--- src/rtl/pef_pkg.sv ---
// Constants and register map for the first peripheral event flag register
// ============================================================================
// Summary of operation
// - Each flag is set by its event whatever the enable and global enable bits say.
// - Every peripheral source owns one flag bit that no other source shares.
// - The peripheral flags are split over two registers and this block holds the first.
// - The converter flag is set when a conversion finishes and holds until software clears it.
// - The timer two flag is set when the count equals the period and holds until cleared.
// - The timer one flag is set on count overflow and holds until software writes it to zero.
// - The capture/compare one flag is set on a capture or compare match and holds until cleared.
package pef_pkg;
   // ========================================================================
   // Register byte addresses
   localparam logic [3:0] ADDR_FLAGS    = 4'h0;
   localparam logic [3:0] ADDR_IRQ_STAT = 4'h4;
   localparam logic [3:0] ADDR_IRQ_MASK = 4'h8;
   // ========================================================================
   // Flag bit positions
   localparam int BIT_PSP  = 7;
   localparam int BIT_ADC  = 6;
   localparam int BIT_RX   = 5;
   localparam int BIT_TX   = 4;
   localparam int BIT_SSP  = 3;
   localparam int BIT_CCP1 = 2;
   localparam int BIT_TIMER_TWO_COUNT = 1;
   localparam int BIT_TIMER_ONE_COUNT = 0;
   localparam int NUM_FLAGS = 8;
   // ========================================================================
   // Reset values and masks
   localparam logic [7:0] FLAGS_RESET   = 8'h00;
   localparam logic [7:0] MASK_RESET    = 8'h00;
   localparam logic [7:0] WRITABLE_MASK = 8'hCF;
   // ========================================================================
   // AXI responses
   localparam logic [1:0] RESP_OKAY   = 2'h0;
   localparam logic [1:0] RESP_SLVERR = 2'h2;
endpackage

--- src/rtl/pef_sticky_bit.sv ---
// One sticky flag with set-over-clear priority
`timescale 1ns/1ps
module pef_sticky_bit
(
   // Clock and reset
   input  wire logic clk,
   input  wire logic reset,
   // Control
   input  wire logic setEvt,
   input  wire logic clrEvt,
   // State
   output logic      flag
);
   always_ff @(posedge clk or posedge reset)
   begin
      if (reset)
         flag <= 1'b0;
      else if (setEvt)
         flag <= 1'b1;
      else if (clrEvt)
         flag <= 1'b0;
   end
endmodule // pef_sticky_bit

--- src/rtl/pef_flags_one.sv ---
// First peripheral event flag register with AXI4-Lite slave and interrupt
`timescale 1ns/1ps
module pef_flags_one
(
   // Clock and reset
   input  wire logic        clk,
   input  wire logic        reset,
   // AXI4-Lite write address
   input  wire logic        s_axi_awvalid,
   output logic             s_axi_awready,
   input  wire logic [3:0]  s_axi_awaddr,
   // AXI4-Lite write data
   input  wire logic        s_axi_wvalid,
   output logic             s_axi_wready,
   input  wire logic [31:0] s_axi_wdata,
   input  wire logic [3:0]  s_axi_wstrb,
   // AXI4-Lite write response
   output logic             s_axi_bvalid,
   input  wire logic        s_axi_bready,
   output logic [1:0]       s_axi_bresp,
   // AXI4-Lite read address
   input  wire logic        s_axi_arvalid,
   output logic             s_axi_arready,
   input  wire logic [3:0]  s_axi_araddr,
   // AXI4-Lite read data
   output logic             s_axi_rvalid,
   input  wire logic        s_axi_rready,
   output logic [31:0]      s_axi_rdata,
   output logic [1:0]       s_axi_rresp,
   // Peripheral event pulses
   input  wire logic        pspDoneEvt,
   input  wire logic        adcDoneEvt,
   input  wire logic        sspDoneEvt,
   input  wire logic        ccp1Evt,
   input  wire logic        tmr2MatchEvt,
   input  wire logic        tmr1OvfEvt,
   // Serial buffer levels
   input  wire logic        rxBufFull,
   input  wire logic        txBufEmpty,
   // Flag view for the core priority logic
   output logic [7:0]       peripheralEventFlagsOne,
   // Interrupt
   output logic             irq
);
   // ========================================================================
   // Address decode
   function automatic logic isAddr(input logic [3:0] a, input logic [3:0] r);
      isAddr = (a[3:2] == r[3:2]);
   endfunction

   logic       awHeld_r;
   logic [3:0] awAddr_r;
   logic       wHeld_r;
   logic [31:0] wData_r;
   logic [3:0] wStrb_r;
   logic       doWrite;
   logic       wrFlags;
   logic       wrStat;
   logic       wrMask;
   logic [7:0] flags;
   logic [7:0] flagSet;
   logic [7:0] flagClr;
   logic [7:0] irqStat_r;
   logic [7:0] irqMask_r;
   logic [7:0] prevFlags_r;
   logic [7:0] wByte;

   assign doWrite = awHeld_r && wHeld_r && !s_axi_bvalid;
   assign wByte   = wData_r[7:0];
   assign wrFlags = doWrite && wStrb_r[0] && isAddr(awAddr_r, pef_pkg::ADDR_FLAGS);
   assign wrStat  = doWrite && wStrb_r[0] && isAddr(awAddr_r, pef_pkg::ADDR_IRQ_STAT);
   assign wrMask  = doWrite && wStrb_r[0] && isAddr(awAddr_r, pef_pkg::ADDR_IRQ_MASK);

   // ========================================================================
   // Write channel capture, either order
   always_ff @(posedge clk or posedge reset)
   begin
      if (reset)
      begin
         awHeld_r      <= 1'b0;
         awAddr_r      <= 4'h0;
         s_axi_awready <= 1'b0;
      end
      else
      begin
         s_axi_awready <= !awHeld_r && !s_axi_awready && s_axi_awvalid;
         if (s_axi_awvalid && s_axi_awready)
         begin
            awHeld_r <= 1'b1;
            awAddr_r <= s_axi_awaddr;
         end
         else if (doWrite)
            awHeld_r <= 1'b0;
      end
   end

   always_ff @(posedge clk or posedge reset)
   begin
      if (reset)
      begin
         wHeld_r      <= 1'b0;
         wData_r      <= 32'h0000_0000;
         wStrb_r      <= 4'h0;
         s_axi_wready <= 1'b0;
      end
      else
      begin
         s_axi_wready <= !wHeld_r && !s_axi_wready && s_axi_wvalid;
         if (s_axi_wvalid && s_axi_wready)
         begin
            wHeld_r <= 1'b1;
            wData_r <= s_axi_wdata;
            wStrb_r <= s_axi_wstrb;
         end
         else if (doWrite)
            wHeld_r <= 1'b0;
      end
   end

   always_ff @(posedge clk or posedge reset)
   begin
      if (reset)
      begin
         s_axi_bvalid <= 1'b0;
         s_axi_bresp  <= pef_pkg::RESP_OKAY;
      end
      else if (doWrite)
      begin
         s_axi_bvalid <= 1'b1;
         if (isAddr(awAddr_r, pef_pkg::ADDR_FLAGS) || isAddr(awAddr_r, pef_pkg::ADDR_IRQ_STAT)
             || isAddr(awAddr_r, pef_pkg::ADDR_IRQ_MASK))
            s_axi_bresp <= pef_pkg::RESP_OKAY;
         else
            s_axi_bresp <= pef_pkg::RESP_SLVERR;
      end
      else if (s_axi_bready)
         s_axi_bvalid <= 1'b0;
   end

   // ========================================================================
   // Flag set and clear terms
   always_comb
   begin
      flagSet = 8'h00;
      flagClr = 8'h00;
      // Events set regardless of any enable
      flagSet[pef_pkg::BIT_PSP]  = pspDoneEvt;
      flagSet[pef_pkg::BIT_ADC]  = adcDoneEvt;
      flagSet[pef_pkg::BIT_SSP]  = sspDoneEvt;
      flagSet[pef_pkg::BIT_CCP1] = ccp1Evt;
      flagSet[pef_pkg::BIT_TIMER_TWO_COUNT] = tmr2MatchEvt;
      flagSet[pef_pkg::BIT_TIMER_ONE_COUNT] = tmr1OvfEvt;
      // Software writes zero to clear writable bits
      if (wrFlags)
         flagClr = ~wByte & pef_pkg::WRITABLE_MASK;
   end

   // One sticky cell per event source, none for the buffer bits 5 and 4
   genvar gi;
   generate
      for (gi = 0; gi < pef_pkg::NUM_FLAGS; gi++)
      begin : gSticky
         if (gi == pef_pkg::BIT_RX || gi == pef_pkg::BIT_TX)
         begin : gLevel
            logic unusedSet;
            assign unusedSet = flagSet[gi] | flagClr[gi];
         end
         else
         begin : gCell
            pef_sticky_bit uBit
            (
               .clk    (clk),
               .reset  (reset),
               .setEvt (flagSet[gi]),
               .clrEvt (flagClr[gi]),
               .flag   (flags[gi])
            );
         end
      end
   endgenerate

   // Buffer-following flags, read-only
   assign flags[pef_pkg::BIT_RX] = rxBufFull;
   assign flags[pef_pkg::BIT_TX] = txBufEmpty;

   // ========================================================================
   // Flag view register, one cycle behind the cells
   always_ff @(posedge clk or posedge reset)
   begin
      if (reset)
         peripheralEventFlagsOne <= pef_pkg::FLAGS_RESET;
      else
         peripheralEventFlagsOne <= flags;   // First of the two flag registers
   end

   // ========================================================================
   // Interrupt status: rising flag sets, write one clears, set wins
   always_ff @(posedge clk or posedge reset)
   begin
      if (reset)
         prevFlags_r <= pef_pkg::FLAGS_RESET;
      else
         prevFlags_r <= flags;
   end

   always_ff @(posedge clk or posedge reset)
   begin
      if (reset)
         irqStat_r <= 8'h00;
      else
         irqStat_r <= (flags & ~prevFlags_r) | (irqStat_r & ~(wrStat ? wByte : 8'h00));
   end

   always_ff @(posedge clk or posedge reset)
   begin
      if (reset)
         irqMask_r <= pef_pkg::MASK_RESET;
      else if (wrMask)
         irqMask_r <= wByte;
   end

   always_ff @(posedge clk or posedge reset)
   begin
      if (reset)
         irq <= 1'b0;
      else
         irq <= |(irqStat_r & irqMask_r);
   end

   // ========================================================================
   // Read channel
   always_ff @(posedge clk or posedge reset)
   begin
      if (reset)
      begin
         s_axi_arready <= 1'b0;
         s_axi_rvalid  <= 1'b0;
         s_axi_rdata   <= 32'h0000_0000;
         s_axi_rresp   <= pef_pkg::RESP_OKAY;
      end
      else
      begin
         s_axi_arready <= !s_axi_arready && !s_axi_rvalid && s_axi_arvalid;
         if (s_axi_arvalid && s_axi_arready)
         begin
            s_axi_rvalid <= 1'b1;
            s_axi_rresp  <= pef_pkg::RESP_OKAY;
            if (isAddr(s_axi_araddr, pef_pkg::ADDR_FLAGS))
               s_axi_rdata <= {24'h000000, flags};
            else if (isAddr(s_axi_araddr, pef_pkg::ADDR_IRQ_STAT))
               s_axi_rdata <= {24'h000000, irqStat_r};
            else if (isAddr(s_axi_araddr, pef_pkg::ADDR_IRQ_MASK))
               s_axi_rdata <= {24'h000000, irqMask_r};
            else
            begin
               s_axi_rdata <= 32'h0000_0000;
               s_axi_rresp <= pef_pkg::RESP_SLVERR;
            end
         end
         else if (s_axi_rready)
            s_axi_rvalid <= 1'b0;
      end
   end
endmodule // pef_flags_one

--- config.mk ---
export PLATFORM = sky130hd
export DESIGN_NAME = pef_flags_one
export DESIGN_NICKNAME = d
export VERILOG_FILES = /design/src/rtl/pef_pkg.sv /design/src/rtl/pef_sticky_bit.sv /design/src/rtl/pef_flags_one.sv
export SDC_FILE = /design/constraint.sdc
export NUM_CORES = 1
export LEC_CHECK = 0
export ABC_CLOCK_PERIOD_IN_PS = 1800
export BUFFER_PORTS_ARGS = -buffer_cell sky130_fd_sc_hd__buf_2
export CAP_MARGIN = 10
export CORE_UTILIZATION = 48
export CTS_CLUSTER_DIAMETER = 50
export CTS_CLUSTER_SIZE = 25
export DETAILED_ROUTE_END_ITERATION = 10
export GPL_TIMING_DRIVEN = 0
export PLACE_DENSITY = 0.8
export SKIP_CTS_REPAIR_TIMING = 1
export SLEW_MARGIN = 10
export SYNTH_ARGS = -nofsm -noshare
export SYNTH_HDL_FRONTEND = slang
export SYNTH_HIERARCHICAL = 1
export SYNTH_SLANG_ARGS = --single-unit
--- constraint.sdc ---
create_clock -name clk -period 1.8 [get_ports clk]
set_input_delay 0.36 -clock clk [delete_from_list [all_inputs] [get_ports clk]]
set_output_delay 0.36 -clock clk [all_outputs]
set_load 0.1 [all_outputs]
# Word-level counts from Yosys, hierarchy flattened
# Index checks and enable logic that the tools add are counted.
# word_totals
reg_bits	87
in_bits	59
out_inout_bits	50
# op_classes
n_eq_ne	4
n_mux	28
bitwise	7
n_reduce_logical	37
# op_table
cell	n
$mux W8	5
$and A8 B8 Y8	3
$not A8 Y8	3
$reduce_bool A2 Y1	10
$mux W1	19
$logic_and A1 B1 Y1	15
$mux W2	4
$or A8 B8 Y8	1
$reduce_or A8 Y1	1
$logic_not A1 Y1	7
$eq A2 B1 Y1 const B	2
$eq A2 B2 Y1 const B	2
$logic_not A2 Y1	2
$logic_or A1 B1 Y1	2

# Depth between registers and ports, before layout
# depth
word_depth	8
ltp_mapped	6

# Cells and area by module
# The synthesis kept the hierarchy.
# by_module_without_submodules
module	n_inst	cells_each	area_per_inst_um2	seq_area_each_um2
pef_flags_one	1	212	2413.6	1326.3
pef_sticky_bit	6	4	40.0	25.0

# Worst setup path before layout
# OpenSTA, ideal clock, no wires.
# synth_path
path_type	register to register
start	register s_axi_bvalid
end	register irqMask_r[0]
t_arrival_ps	1942
t_required_ps	1675
setup_slack_ps	-267
stages_incl_launch_ff	6
path_buffers	2
cell_sequence	dfrtp_1 -> and4b_1 -> buf_6 -> and3b_1 -> buf_6 -> mux2_4
# synth_between
elab_chain_len	4
# synth_rtl
element	line_no	rtl
start, declared	pef_flags_one.sv:18	output logic s_axi_bvalid,
start signal, assigned	pef_flags_one.sv:124	s_axi_bvalid <= 1'b0;
start signal, assigned	pef_flags_one.sv:129	s_axi_bvalid <= 1'b1;
start signal, assigned	pef_flags_one.sv:137	s_axi_bvalid <= 1'b0;
$logic_not A1 Y1	pef_flags_one.sv:68	assign doWrite = awHeld_r && wHeld_r && !s_axi_bvalid;
$logic_and A1 B1 Y1	pef_flags_one.sv:68	
$logic_and A1 B1 Y1 (2 in series)	pef_flags_one.sv:72	assign wrMask = doWrite && wStrb_r[0] && isAddr(awAddr_r, pef_pkg::ADDR_IRQ_MASK);
end signal, assigned	pef_flags_one.sv:217	irqMask_r <= pef_pkg::MASK_RESET;
end signal, assigned	pef_flags_one.sv:219	irqMask_r <= wByte;
end, declared	pef_flags_one.sv:64	logic [7:0] irqMask_r;
# No other way between the ends.
# A chain may end at the register's enable or synchronous reset.

# Worst setup path in the final report
# layout_path
start	register s_axi_bvalid
end	register irqMask_r[1]
# The elaborated chain is that of the path after synthesis.

==> flow_summary_export.csv <==
group,metric,value,unit
critical_path,cp.required,2020,ps
route,finalWirelength,5080,um
timing,fmax,627,MHz
timing,rsz0062_at_grt,"false",
final_layout,final_cells,399,
synthesis,synth.ff_latch_count,59,
critical_path,critPathMaxFanout,10,
synthesis,synth-edff-count,0,
final_layout,drive_above_1_share,38.6,%
placement,hpwlAfterDp,3790,um
clock_network,cts_root_buf,"clkbuf_8",
synthesis,synthesis.area,2650,um^2
synthesis,synth_top_area_share,55.6,%
global_routing,globalRouteTotalUtil,19.4,%
clock_network,numCtsBuffers,9,
final_layout,utilization,64.7,%
synthesis,synthTopCellsByCount,"dfrtp_1 (59), buf_4 (26), inv_1 (25)",
hold_path,holdPathStages,1,
hold_path,worstHoldEndpoint,"prevFlags_r[4]$_DFF_PP0_",
route,first_pass_iters,4,
global_routing,grt_pass1_vias,1867,
timing,clock_skew,5.36,ps
synthesis,async_flop_share,100,%
floorplanning,rows,26,
route,wl_per_cell,12.7,um
critical_path,rrSetupSlack,210,ps
timing,relSlewSlack,53.3,%
clock_network,cts_sinks,59,
critical_path,critPathLaunchType,"register",
critical_path,reg2reg_to,"irqMask_r[1]$_DFFE_PP0P_",
global_routing,grt_remaining_overflow,0,
timing,hold_viol,0,
route,vias,1885,
placement,port_buffers,50,
critical_path,worstSetupPathType,"register to register",
timing,final_max_slew_viol_count,0,
final_layout,area_growth,26.9,%
hold_path,min_path_type,"input pin to register",
synthesis,syn-instance-count,236,
synthesis,avgSynthCellArea,11.2,um^2
pwr,p_sw,2.38,mW
critical_path,worstPathArrival,1810,ps
run_status,outcome,"complete, no violations",
synthesis,synthTopCellsByArea,"dfrtp_1 (56%), buf_4 (7.4%), mux2_2 (4.7%)",
floorplanning,ioPinCount,109,
timing,tightestPinTransition,699,ps
synthesis,synth-main-ff-cell,"dfrtp_1",
timing,fin_crit_sh,88.6,%
clock_network,cts.clk_slew.worst_paths,70,ps
clock_network,clk_path_buf_depth,2,
timing,setup_violations,0,
timing,worst_slack,205,ps
placement,dp_cells,382,
synthesis,yosysMostFrequentCell,"dfrtp_1",
clock_network,cts_max_level,3,
synthesis,synth_top_cell_by_area,"dfrtp_1",
timing,min_period,1590,ps
critical_path,reg2reg_depth,5,
critical_path,cp-end-kind,"register",
route,final_antenna_net_count,0,
clock_network,tritoncts,"yes",
route,drc,0,
pwr,seq_power_share,37.0,%
pwr,power.density,1680,nW/um^2
pwr,vdd_drop_max,0.990,mV
placement,place.gp.congestion,0.720,
floorplanning,start_util,51.0,%
synthesis,yosysSeqAreaShare,55.6,%
floorplanning,core_region_area,5200,um^2
final_layout,antenna_cells,0,
job,drv_cap,0,
pwr,comb_power_share,37.2,%
pwr,p_int,3.26,mW
critical_path,r2r-start,"s_axi_bvalid$_DFFE_PP0P_",
placement,dp_slack,216,ps
clock_network,clk-insertion-delay-late,330,ps
global_routing,grt_pass1_wl,8780,um
timing,finalSetupTns,0,ps
synthesis,synth_warnings,6,
floorplanning,dieArea,5830,um^2
pwr,swShare,42.1,%
global_routing,antenna_found_initial,0,
pwr,clkPwrFrac,25.8,%
hold_path,hp-start,"txBufEmpty",
route,first_iter_violations,93,
synthesis,yosysUniqueCellTypes,29,
final_layout,final_net_count,383,
pwr,p_leak,1.72,nW
floorplanning,die_h,76.4,um
route,via_per_inst,4.72,
global_routing,grt_max_degree,32,
floorplanning,die_x,76.4,um
## stage by stage
stage	cell area [um^2]	power (mW)	hold WS (ps)
after global placement	3090	4.13	261
after floorplan	2750	3.81	88.7
after global routing	3370	5.89	146
after CTS	3360	5.68	-93.6
after detailed placement	3120	4.20	270
final	3370	5.64	160
## layer usage
metal,vias to the layer above,share of wire [%],global-route usage [%]
met5,-,0,0
met4,0,1.5,8.46
met3,10,6.3,6.23
met2,76,49,30.9
met1,895,44,24.2
li1,904,-,-
## cell type report
cell class	instances	area, um^2
repair buffers	52	288
plain buffers	33	238
flip-flops and latches	59	1480
clock buffers	11	141
well taps	70	87.6
clock inverters	5	100
multi-input cells	144	940
fillers	429	1840
inverters	25	93.8
## state kept, by name, summed over array words and instances, names as in the netlist, 2 cells and up
register,flops
wData_r,8
s_axi_rdata,8
awAddr_r,2
prevFlags_r,8
irqMask_r,8
irqStat_r,8
gSticky.gCell.uBit/flag,6
## how the worst max path moves through the flow
stage | startpoint | to | slack (ps)
after floorplan | s_axi_bvalid$_DFFE_PP0P_ | irqMask_r[0]$_DFFE_PP0P_ | 20
after global placement | reset | s_axi_wready$_DFF_PP0_ | -710
after detailed placement | s_axi_bvalid$_DFFE_PP0P_ | irqMask_r[3]$_DFFE_PP0P_ | 220
after CTS | s_axi_bvalid$_DFFE_PP0P_ | irqMask_r[3]$_DFFE_PP0P_ | 200
after global routing | s_axi_bvalid$_DFFE_PP0P_ | irqMask_r[1]$_DFFE_PP0P_ | 150
final | s_axi_bvalid$_DFFE_PP0P_ | irqMask_r[1]$_DFFE_PP0P_ | 210
## power by group through the flow
| stage | Combinational, mW | Clock [mW] | Sequential [mW] |
|---|---|---|---|
| 2_1_floorplan | 0.917 | 0 | 2.90 |
| 3_3_place_gp | 2.06 | 0 | 2.07 |
| 3_5_place_dp | 2.10 | 0 | 2.10 |
| 4_1_cts | 2.11 | 1.48 | 2.08 |
| 5_1_grt | 2.21 | 1.55 | 2.14 |
| 6_report | 2.10 | 1.45 | 2.09 |
## cell usage in the layout, fill, tap and decap left out, types with 2 or more instances in the layout
| master | n |
|---|---|
| dfrtp_1 | 57 |
| buf_2 | 51 |
| buf_4 | 26 |
| conb_1 | 26 |
| inv_1 | 24 |
| a21oi_1 | 16 |
| nor2_1 | 15 |
| mux2_2 | 11 |
| clkbuf_8 | 10 |
| nand2_1 | 9 |
| mux2i_1 | 8 |
| or2_2 | 8 |
| mux2_4 | 8 |
| o21ai_0 | 7 |
| nand3_1 | 7 |
| a22o_1 | 7 |
| a21o_1 | 6 |
| clkbuf_1 | 4 |
| a22oi_1 | 4 |
| nor3b_1 | 3 |
| bufinv_16 | 3 |
| nor2b_1 | 2 |
| buf_6 | 2 |
| clkinv_2 | 2 |
| dfrtp_2 | 2 |
## worst max-delay path, stage by stage, from the launching register on
cell,delay (ps)
dfrtp_2,430
and4b_1,260
buf_6,140
and3b_1,170
buf_6,160
mux2_4,310
## logic make-up after synthesis
group | count (synthesis) | share of synthesized area [%]
AOI/OAI and AO/OA | 41 | 9.81
DFF | 59 | 55.6
buffers and inverters | 58 | 12.5
other | 1 | 0.141
and+or+nand+nor | 50 | 9.71
muxes | 27 | 12.2
Power figures use the tool's default switching activity.
